### config.mk
export PLATFORM = sky130hd
export DESIGN_NAME = alpr_regs
export DESIGN_NICKNAME = d
export VERILOG_FILES = /design/src/logic/alpr_pkg.sv /design/src/logic/alpr_snap_word.sv /design/src/logic/alpr_regs.sv
export VERILOG_INCLUDE_DIRS = /design/src /design/src/logic
export SDC_FILE = /design/constraint.sdc
export NUM_CORES = 1
export LEC_CHECK = 0
export ABC_AREA = 1
export BUFFER_PORTS_ARGS = -buffer_cell sky130_fd_sc_hd__buf_2
export CAP_MARGIN = 5
export CORE_MARGIN = 2
export CORE_UTILIZATION = 43
export DETAILED_ROUTE_END_ITERATION = 10
export PLACE_DENSITY = 0.83
export SYNTH_ARGS = -nofsm -noshare
export SYNTH_HDL_FRONTEND = slang
export SYNTH_SLANG_ARGS = --single-unit
### constraint.sdc
create_clock -name CLK -period 2.92 [get_ports CLK]
set_input_delay 0.146 -clock CLK [delete_from_list [all_inputs] [get_ports CLK]]
set_output_delay 0.146 -clock CLK [all_outputs]
set_load 0.005 [all_outputs]
### src/logic/alpr_defs.svh
// addresses, bit positions and reset values of the partner ability words
`ifndef ALPR_DEFS_SVH
`define ALPR_DEFS_SVH
`define ALPR_DEVAD          5'h07
`define ALPR_LOW_ADDR       16'h0205
`define ALPR_MID_ADDR       16'h0206
`define ALPR_HIGH_ADDR      16'h0207
`define ALPR_WORD_RESET     16'h0000
`define ALPR_MID_MASK       16'h40F0
`define ALPR_HIGH_MASK      16'h7800
`define ALPR_MID_B10L       14
`define ALPR_MID_B1000      7
`define ALPR_MID_B10S_FD    6
`define ALPR_MID_B100       5
`define ALPR_MID_MASTER     4
`define ALPR_HIGH_EEE       14
`define ALPR_HIGH_HL_ABLE   13
`define ALPR_HIGH_HL_REQ    12
`define ALPR_HIGH_B10S_HD   11
`endif

### src/logic/alpr_pkg.sv
// types shared by the partner ability register bank
`default_nettype none
package alpr_pkg;
    typedef struct packed {
        logic partner_long_reach_10m_able;
        logic partner_gigabit_t1_able;
        logic partner_short_reach_full_duplex_able;
        logic partner_fast_t1_able;
        logic partner_master_pref;
        logic partner_energy_saving_able;
        logic partner_high_level_tx_able;
        logic partner_high_level_tx_request;
        logic partner_short_reach_half_duplex_able;
    } alpr_page_t;

    typedef struct packed {
        logic        rd;
        logic        wr;
        logic [4:0]  devad;
        logic [15:0] regad;
        logic [15:0] wdata;
    } alpr_mgmt_req_t;
endpackage : alpr_pkg
`default_nettype wire

### src/logic/alpr_snap_word.sv
// one 16-bit snapshot word loaded on a capture strobe
`timescale 1ns/100ps
`default_nettype none
`include "alpr_defs.svh"
module alpr_snap_word (
    input  wire logic        clk,
    input  wire logic        rst_n,
    input  wire logic        capture,
    input  wire logic [15:0] live,
    output var  logic [15:0] word
);
    logic [15:0] next_word;

    always_comb begin
        next_word = word;
        if (capture) begin
            next_word = live;
        end
    end

    always_ff @(posedge clk) begin
        if (!rst_n) begin
            word <= `ALPR_WORD_RESET;
        end else begin
            word <= next_word;
        end
    end
endmodule : alpr_snap_word
`default_nettype wire

### src/logic/alpr_regs.sv
// partner ability mid/high words with snapshot on low-word read
`timescale 1ns/100ps
`default_nettype none
`include "alpr_defs.svh"
module alpr_regs (
    input  wire logic                    CLK,
    input  wire logic                    RST_N,
    input  wire alpr_pkg::alpr_page_t    PAGE_RX,
    input  wire alpr_pkg::alpr_mgmt_req_t MGMT_REQ,
    output var  logic                    MGMT_ACK,
    output var  logic [15:0]             MGMT_RDATA
);
    logic [15:0] mid_live;
    logic [15:0] high_live;
    logic [15:0] partner_ability_mid_word;
    logic [15:0] partner_ability_high_word;
    logic        dev_hit;
    logic        capture;
    logic        rd_mid;
    logic        rd_high;
    logic        next_ack;
    logic [15:0] next_rdata;

    // live page mapped to word positions; reserved positions stay zero
    always_comb begin
        mid_live  = `ALPR_WORD_RESET;
        high_live = `ALPR_WORD_RESET;
        mid_live[`ALPR_MID_B10L]    = PAGE_RX.partner_long_reach_10m_able;
        mid_live[`ALPR_MID_B1000]   = PAGE_RX.partner_gigabit_t1_able;
        mid_live[`ALPR_MID_B10S_FD] = PAGE_RX.partner_short_reach_full_duplex_able;
        mid_live[`ALPR_MID_B100]    = PAGE_RX.partner_fast_t1_able;
        mid_live[`ALPR_MID_MASTER]  = PAGE_RX.partner_master_pref;
        high_live[`ALPR_HIGH_EEE]     = PAGE_RX.partner_energy_saving_able;
        high_live[`ALPR_HIGH_HL_ABLE] = PAGE_RX.partner_high_level_tx_able;
        high_live[`ALPR_HIGH_HL_REQ]  = PAGE_RX.partner_high_level_tx_request;
        high_live[`ALPR_HIGH_B10S_HD] = PAGE_RX.partner_short_reach_half_duplex_able;
    end

    // the low word itself lives elsewhere; only its read strobe is used here
    always_comb begin
        dev_hit = (MGMT_REQ.devad == `ALPR_DEVAD);
        capture = MGMT_REQ.rd && dev_hit && (MGMT_REQ.regad == `ALPR_LOW_ADDR);
        rd_mid  = MGMT_REQ.rd && dev_hit && (MGMT_REQ.regad == `ALPR_MID_ADDR);
        rd_high = MGMT_REQ.rd && dev_hit && (MGMT_REQ.regad == `ALPR_HIGH_ADDR);
    end

    // both words share one strobe so mid and high always form one page
    alpr_snap_word u_mid (
        .clk     (CLK),
        .rst_n   (RST_N),
        .capture (capture),
        .live    (mid_live),
        .word    (partner_ability_mid_word)
    );

    alpr_snap_word u_high (
        .clk     (CLK),
        .rst_n   (RST_N),
        .capture (capture),
        .live    (high_live),
        .word    (partner_ability_high_word)
    );

    // writes are not decoded at all: read-only words
    always_comb begin
        next_ack   = rd_mid || rd_high;
        next_rdata = MGMT_RDATA;
        if (rd_mid) begin
            next_rdata = partner_ability_mid_word;
        end else if (rd_high) begin
            next_rdata = partner_ability_high_word;
        end
    end

    always_ff @(posedge CLK) begin
        if (!RST_N) begin
            MGMT_ACK   <= 1'b0;
            MGMT_RDATA <= `ALPR_WORD_RESET;
        end else begin
            MGMT_ACK   <= next_ack;
            MGMT_RDATA <= next_rdata;
        end
    end

    property p_capture_mid;
        @(posedge CLK) disable iff (!RST_N)
        capture |=> partner_ability_mid_word == $past(mid_live);
    endproperty
    a_capture_mid: assert property (p_capture_mid)
        else $error("mid word not captured on low read");

    property p_hold_snapshot;
        @(posedge CLK) disable iff (!RST_N)
        !capture |=> $stable(partner_ability_mid_word) && $stable(partner_ability_high_word);
    endproperty
    a_hold_snapshot: assert property (p_hold_snapshot)
        else $error("snapshot changed without low read");

    property p_read_mid;
        @(posedge CLK) disable iff (!RST_N)
        rd_mid |=> MGMT_ACK && MGMT_RDATA == $past(partner_ability_mid_word);
    endproperty
    a_read_mid: assert property (p_read_mid)
        else $error("mid read returned wrong data");

    property p_read_high;
        @(posedge CLK) disable iff (!RST_N)
        rd_high |=> MGMT_ACK && MGMT_RDATA == $past(partner_ability_high_word);
    endproperty
    a_read_high: assert property (p_read_high)
        else $error("high read returned wrong data");

    property p_reset_zero;
        @(posedge CLK)
        !RST_N |=> partner_ability_mid_word == 16'h0000 && partner_ability_high_word == 16'h0000;
    endproperty
    a_reset_zero: assert property (p_reset_zero)
        else $error("words not zero after reset");

    property p_mid_b10l;
        @(posedge CLK) disable iff (!RST_N)
        capture |=> partner_ability_mid_word[14] == $past(PAGE_RX.partner_long_reach_10m_able);
    endproperty
    a_mid_b10l: assert property (p_mid_b10l)
        else $error("long reach bit wrong");

    property p_mid_speeds;
        @(posedge CLK) disable iff (!RST_N)
        capture |=> partner_ability_mid_word[7:4] == {$past(PAGE_RX.partner_gigabit_t1_able),
            $past(PAGE_RX.partner_short_reach_full_duplex_able),
            $past(PAGE_RX.partner_fast_t1_able), $past(PAGE_RX.partner_master_pref)};
    endproperty
    a_mid_speeds: assert property (p_mid_speeds)
        else $error("mid speed or master bits wrong");

    property p_high_bits;
        @(posedge CLK) disable iff (!RST_N)
        capture |=> partner_ability_high_word[14:11] == {
            $past(PAGE_RX.partner_energy_saving_able),
            $past(PAGE_RX.partner_high_level_tx_able),
            $past(PAGE_RX.partner_high_level_tx_request),
            $past(PAGE_RX.partner_short_reach_half_duplex_able)};
    endproperty
    a_high_bits: assert property (p_high_bits)
        else $error("high word bits wrong");

    property p_reserved_zero;
        @(posedge CLK) disable iff (!RST_N)
        (partner_ability_mid_word & ~16'h40F0) == 16'h0000
            && (partner_ability_high_word & ~16'h7800) == 16'h0000;
    endproperty
    a_reserved_zero: assert property (p_reserved_zero)
        else $error("reserved bit set");

    property p_write_ignored;
        @(posedge CLK) disable iff (!RST_N)
        MGMT_REQ.wr && !capture |=> $stable(partner_ability_mid_word)
            && $stable(partner_ability_high_word) && !MGMT_ACK;
    endproperty
    a_write_ignored: assert property (p_write_ignored)
        else $error("write affected read-only word");

    property p_capture_high;
        @(posedge CLK) disable iff (!RST_N)
        capture |=> partner_ability_high_word == $past(high_live);
    endproperty
    a_capture_high: assert property (p_capture_high)
        else $error("high word not captured on low read");

    property p_low_read_quiet;
        @(posedge CLK) disable iff (!RST_N)
        capture |=> !MGMT_ACK && $stable(MGMT_RDATA);
    endproperty
    a_low_read_quiet: assert property (p_low_read_quiet)
        else $error("low word read answered by this bank");

    property p_ack_only_read;
        @(posedge CLK) disable iff (!RST_N)
        !(rd_mid || rd_high) |=> !MGMT_ACK;
    endproperty
    a_ack_only_read: assert property (p_ack_only_read)
        else $error("ack without a mid or high read");

    property p_rdata_hold;
        @(posedge CLK) disable iff (!RST_N)
        !(rd_mid || rd_high) |=> $stable(MGMT_RDATA);
    endproperty
    a_rdata_hold: assert property (p_rdata_hold)
        else $error("read data moved without a read");

    property p_ack_cause;
        @(posedge CLK) disable iff (!RST_N)
        MGMT_ACK |-> $past(next_ack);
    endproperty
    a_ack_cause: assert property (p_ack_cause)
        else $error("ack not caused by a read");

    property p_foreign_dev;
        @(posedge CLK) disable iff (!RST_N)
        MGMT_REQ.rd && !dev_hit |=> !MGMT_ACK && $stable(MGMT_RDATA);
    endproperty
    a_foreign_dev: assert property (p_foreign_dev)
        else $error("other device read answered");

    property p_reset_outputs;
        @(posedge CLK)
        !RST_N |=> !MGMT_ACK && MGMT_RDATA == `ALPR_WORD_RESET;
    endproperty
    a_reset_outputs: assert property (p_reset_outputs)
        else $error("answer port not cleared by reset");

    property p_mid_rdata_reserved;
        @(posedge CLK) disable iff (!RST_N)
        rd_mid |=> (MGMT_RDATA & ~`ALPR_MID_MASK) == `ALPR_WORD_RESET;
    endproperty
    a_mid_rdata_reserved: assert property (p_mid_rdata_reserved)
        else $error("mid read shows reserved bit");

    property p_high_rdata_reserved;
        @(posedge CLK) disable iff (!RST_N)
        rd_high |=> (MGMT_RDATA & ~`ALPR_HIGH_MASK) == `ALPR_WORD_RESET;
    endproperty
    a_high_rdata_reserved: assert property (p_high_rdata_reserved)
        else $error("high read shows reserved bit");
endmodule : alpr_regs
`default_nettype wire

=== Word-level counts from Yosys, hierarchy flattened ===
Index checks and enable logic that the tools add are counted.

* Eq/ne operators: 4
* Muxes and demuxes: 2
* Reductions and logical operators: 6

{| class="wikitable"
|+ Operator list
! cell !! count
|-
| $eq 16x10->1 const B || 3
|-
| $mux 16 || 2
|-
| $eq 5x3->1 const B || 1
|-
| $logic_and 1x1->1 || 4
|-
| $reduce_bool 2->1 || 1
|-
| $logic_or 1x1->1 || 1
|}

* Register bits: 26
* Bits of input ports: 50
* Output and inout bits: 17
* Word-level logic and storage cells: 16

=== Longest topological paths before layout ===
* Depth after elaboration: 5
* Mapped depth: 9
* Depth with buffers taken out: 8

=== Modules after synthesis ===
A second synthesis with hierarchy kept.

* Cell total of the unflattened synthesis: 423
* Area total of the unflattened synthesis: 2586.2 sq um

{| class="wikitable"
|+ By module, submodules not included
! module !! instances !! cells an instance !! area each (sq um) !! sequential area each (sq um)
|-
| alpr_snap_word || 2 || 101 || 674.4 || 320.3
|-
| alpr_regs || 1 || 221 || 1237.4 || 340.3
|}

=== Worst setup path before layout ===
Ideal clock, no wire load.

* Kind: input to register
* Start point: input MGMT_REQ[31] (netlist name)
* End point: register u_high.word[11]
* Setup time: 113 ps
* Arrival: 914 ps
* Data required time: 2807 ps
* Path slack: 1893 ps
* Stages on the path: 7
* Buffers on the path: 1
* Path through: nor2_1 nand2_1 nor2_2 nand3_4 buf_6 o21ai_1 nor2_1

* Cells in the longest elaborated chain, start to end: 2

{| class="wikitable"
|+ Ends and longest elaborated chain
! element !! line !! source
|-
| start: declaration || alpr_regs.sv:9 || <nowiki>input wire alpr_pkg::alpr_mgmt_req_t MGMT_REQ,</nowiki>
|-
| $eq 16x10->1 (no line) || -- ||
|-
| $logic_and 1x1->1 || alpr_regs.sv:42 || <nowiki>capture = MGMT_REQ.rd && dev_hit && (MGMT_REQ.regad == `ALPR_LOW_ADDR);</nowiki>
|-
| end signal: assignment || alpr_snap_word.sv:23 || <nowiki>word <= `ALPR_WORD_RESET;</nowiki>
|-
| end signal: assignment || alpr_snap_word.sv:25 || <nowiki>word <= next_word;</nowiki>
|-
| end: declaration || alpr_snap_word.sv:10 || <nowiki>output var logic [15:0] word</nowiki>
|}

No other way between the ends.
A chain may end at the register's enable or synchronous reset.

=== Worst setup path after layout ===
* Start point: input MGMT_REQ[36] (netlist name)
* End point: register u_mid.word[14]

* Cells in the longest elaborated chain, start to end: 3

{| class="wikitable"
|+ Ends and longest elaborated chain
! element !! line
|-
| $eq 5x3->1 (no line) || --
|-
| $logic_and 1x1->1 (2 in series) || alpr_regs.sv:42
|-
| end signal: assignment || alpr_snap_word.sv:23
|-
| end signal: assignment || alpr_snap_word.sv:25
|-
| end: declaration || alpr_snap_word.sv:10
|}

No other way between the ends.

==> impl_metrics.tcl <==
set metrics [dict create \
    outcome "finished clean" \
    final_cell_mix "buf_2, nand2_1, inv_1" \
    vias 870 \
    h-tree-depth 1 \
    cp_num_buf_inv 1 \
    start_util_pct 44.4 \
    cts_root_buf "clkbuf_4" \
    cp.arrival_ns 1.08 \
    syn-cell-area_um2 955 \
    synth_seq_area_share_pct 37.7 \
    synth_compound_area_share_pct 8.91 \
    grt_pass1_vias 637 \
    period_minus_slack_ns 0.889 \
    crit_slowest_cell "nand3_4" \
    path_clk_slew_ns 0.10 \
    final-hold-violation-count 0 \
    diodes 0 \
    netlist.area_leader.share_pct 37.7 \
    leakagePower_nw 0.591 \
    maxCapViolations 0 \
    clkLatencyLatePin_ns 0.28 \
    endpoint_kind "register" \
    totalWireLength_mm 1.60 \
    yosys-top-cells-area "dfxtp_1, nand2_1, inv_1" \
    hold_path.class "in2reg" \
    finalMaxSlewViolations 0 \
    die_w_um 51.1 \
    grt_use_total_pct 12.4 \
    drive_gt1_share_pct 30.6 \
    coreArea_mm2 0.00215 \
    layout_commonest_cell "buf_2" \
    total_power_mw 0.435 \
    ys_types 19 \
    die_y_um 51.1 \
    cp_cell_sequence "buf_2 > nor2_2 > nand2_1 > nor2_2 > nand3_4 > o21ai_1 > nor2_1" \
    crit_required_ns 3.11 \
    wl_per_cell_um 7.48 \
    grt_max_degree 19 \
    max_freq_mhz 1130 \
    grt_pass1_wl_mm 2.54 \
    drc 0 \
    finalSetupViolations 0 \
    grt_overflow 0 \
    busiest_layer "met2" \
    fin_skew_ns 0.00308 \
    synth.area.mux_share_pct 0 \
    crit_path_max_incr_delay_ns 0.22 \
    rsz0062_at_grt "false" \
    cts_tree "yes" \
    synthAdderAreaFrac_pct 0 \
    via_per_inst 4.07 \
    grt_use_met2_pct 19.5 \
    synth_seq_cells 18 \
    critical_path.most_common_cell "nor2_2" \
    tns_ns 0 \
    startpoint_type "input pin" \
    io_buffers 41 \
    fin_nets 237 \
    ios 67 \
    synth_top_family_by_area "simple AND/OR/NAND/NOR gates" \
    placedCellCount 210 \
    finalCritPeriodShare_pct 30.4 \
    yosysWarnings 0 \
    power_density_mw_per_mm2 368 \
    post_cts_resized 0 \
    gp_congestion 0.662 \
    hpwl_mm 1.31 \
    antenna_found_initial 0 \
    numCtsBuffers 3 \
    nFillCells 240 \
    synthCells 144 \
    synth_area_per_cell_um2 6.63 \
    synth_xor_area_share_pct 0 \
    synth_top_area_cell "dfxtp_1" \
    clock-sinks 18 \
    num_rows 17 \
    antenna_left 0 \
    syn_to_final_growth_pct 23.9 \
    crit_type "in2reg" \
    cpLargestDelayFamily "simple AND/OR/NAND/NOR gates" \
    ir_drop_uv 239 \
    drtPass1Iterations 3 \
    post-cts-setup-buffers 0 \
    hold_buffers 0 \
    grtUsageMet3_pct 1.75 \
    synth-simple-area-share_pct 33.3 \
    drt_iter0_drc 17 \
    grt_use_met1_pct 17.0 \
    crit_path_max_fanout 18 \
    clockBufferDepth 2 \
    die-area_mm2 0.00261 \
    finalNonFillerCells 214 \
]
[where the power goes]
part / leakage, nW / internal, mW / switching, mW
logic: 0.425 / 0.0209 / 0.0213
registers: 0.145 / 0.245 / 0.0000000416
clock network: 0.0210 / 0.0759 / 0.0718
[per-layer routing]
metal  wire [um]  vias to the layer above  part of all wire, %
met1         771                      336                   48
met2         649                       37                   41
li1            -                      495                    -
met5           0                        -                    0
met4           6                        0                 0.38
met3         173                        2                   11
[worst paths after layout]
check / to / start / cells past startpoint / slack (ns)
max: u_mid.word[14] / MGMT_REQ[36] / 7 / 2.03
min: u_mid.word[5] / PAGE_RX[5] / 3 / 0.09
max reg2reg: MGMT_RDATA[14] / MGMT_RDATA[14] / 4 / 2.26
min reg2reg: MGMT_RDATA[6] / u_mid.word[6] / 2 / 0.47
[registers in the layout, summed over array words and instances, names as in the netlist]
| signal | cells |
|---|---|
| MGMT_RDATA | 8 |
| u_mid.word | 5 |
| u_high.word | 4 |
| MGMT_ACK | 1 |
[synth_stat cells]
library cell / n
a21oi_1: 5
buf_1: 1
buf_4: 8
buf_6: 1
clkinv_1: 2
conb_1: 1
dfxtp_1: 18
inv_1: 26
inv_2: 2
nand2_1: 33
nand2_4: 1
nand3_1: 5
nand3_2: 2
nand3_4: 1
nand4_1: 1
nor2_1: 19
nor2_2: 5
nor2_4: 1
o21ai_1: 12
[layout make-up]
type,count,area [um2],share of cell area [%]
well taps,28,35.0,2.96
repair buffers,41,205,17.4
flip-flops and latches,18,360,30.5
clock buffers,4,36.3,3.07
inverters,30,113,9.52
multi-input cells,93,433,36.6
[per-stage QoR]
step | setup slack [ns] | hold WS [ns] | instance area [um2] | utilization (%)
3_5_place_dp | 1.70 | 0.388 | 1150 | 53.3
5_1_grt | 1.89 | 0.0831 | 1180 | 55.0
2_1_floorplan | 1.89 | 0.292 | 981 | -
4_1_cts | 2.01 | 0.0810 | 1180 | 55.0
6_report | 2.03 | 0.0864 | 1180 | 55.0
3_3_place_gp | 1.72 | 0.383 | 1150 | 53.3
[worst register-to-register path: stages (launching register included)]
cell,delay [ns]
dfxtp_1,0.34
inv_1,0.04
nand2_1,0.05
nand2_1,0.04
a21oi_1,0.12
[cell families after synthesis]
group / after synthesis
AOI/OAI and AO/OA: 17
buffers and inverters: 40
other: 1
DFF: 18
and+or+nand+nor: 68
(Power assumes the default switching activity.)
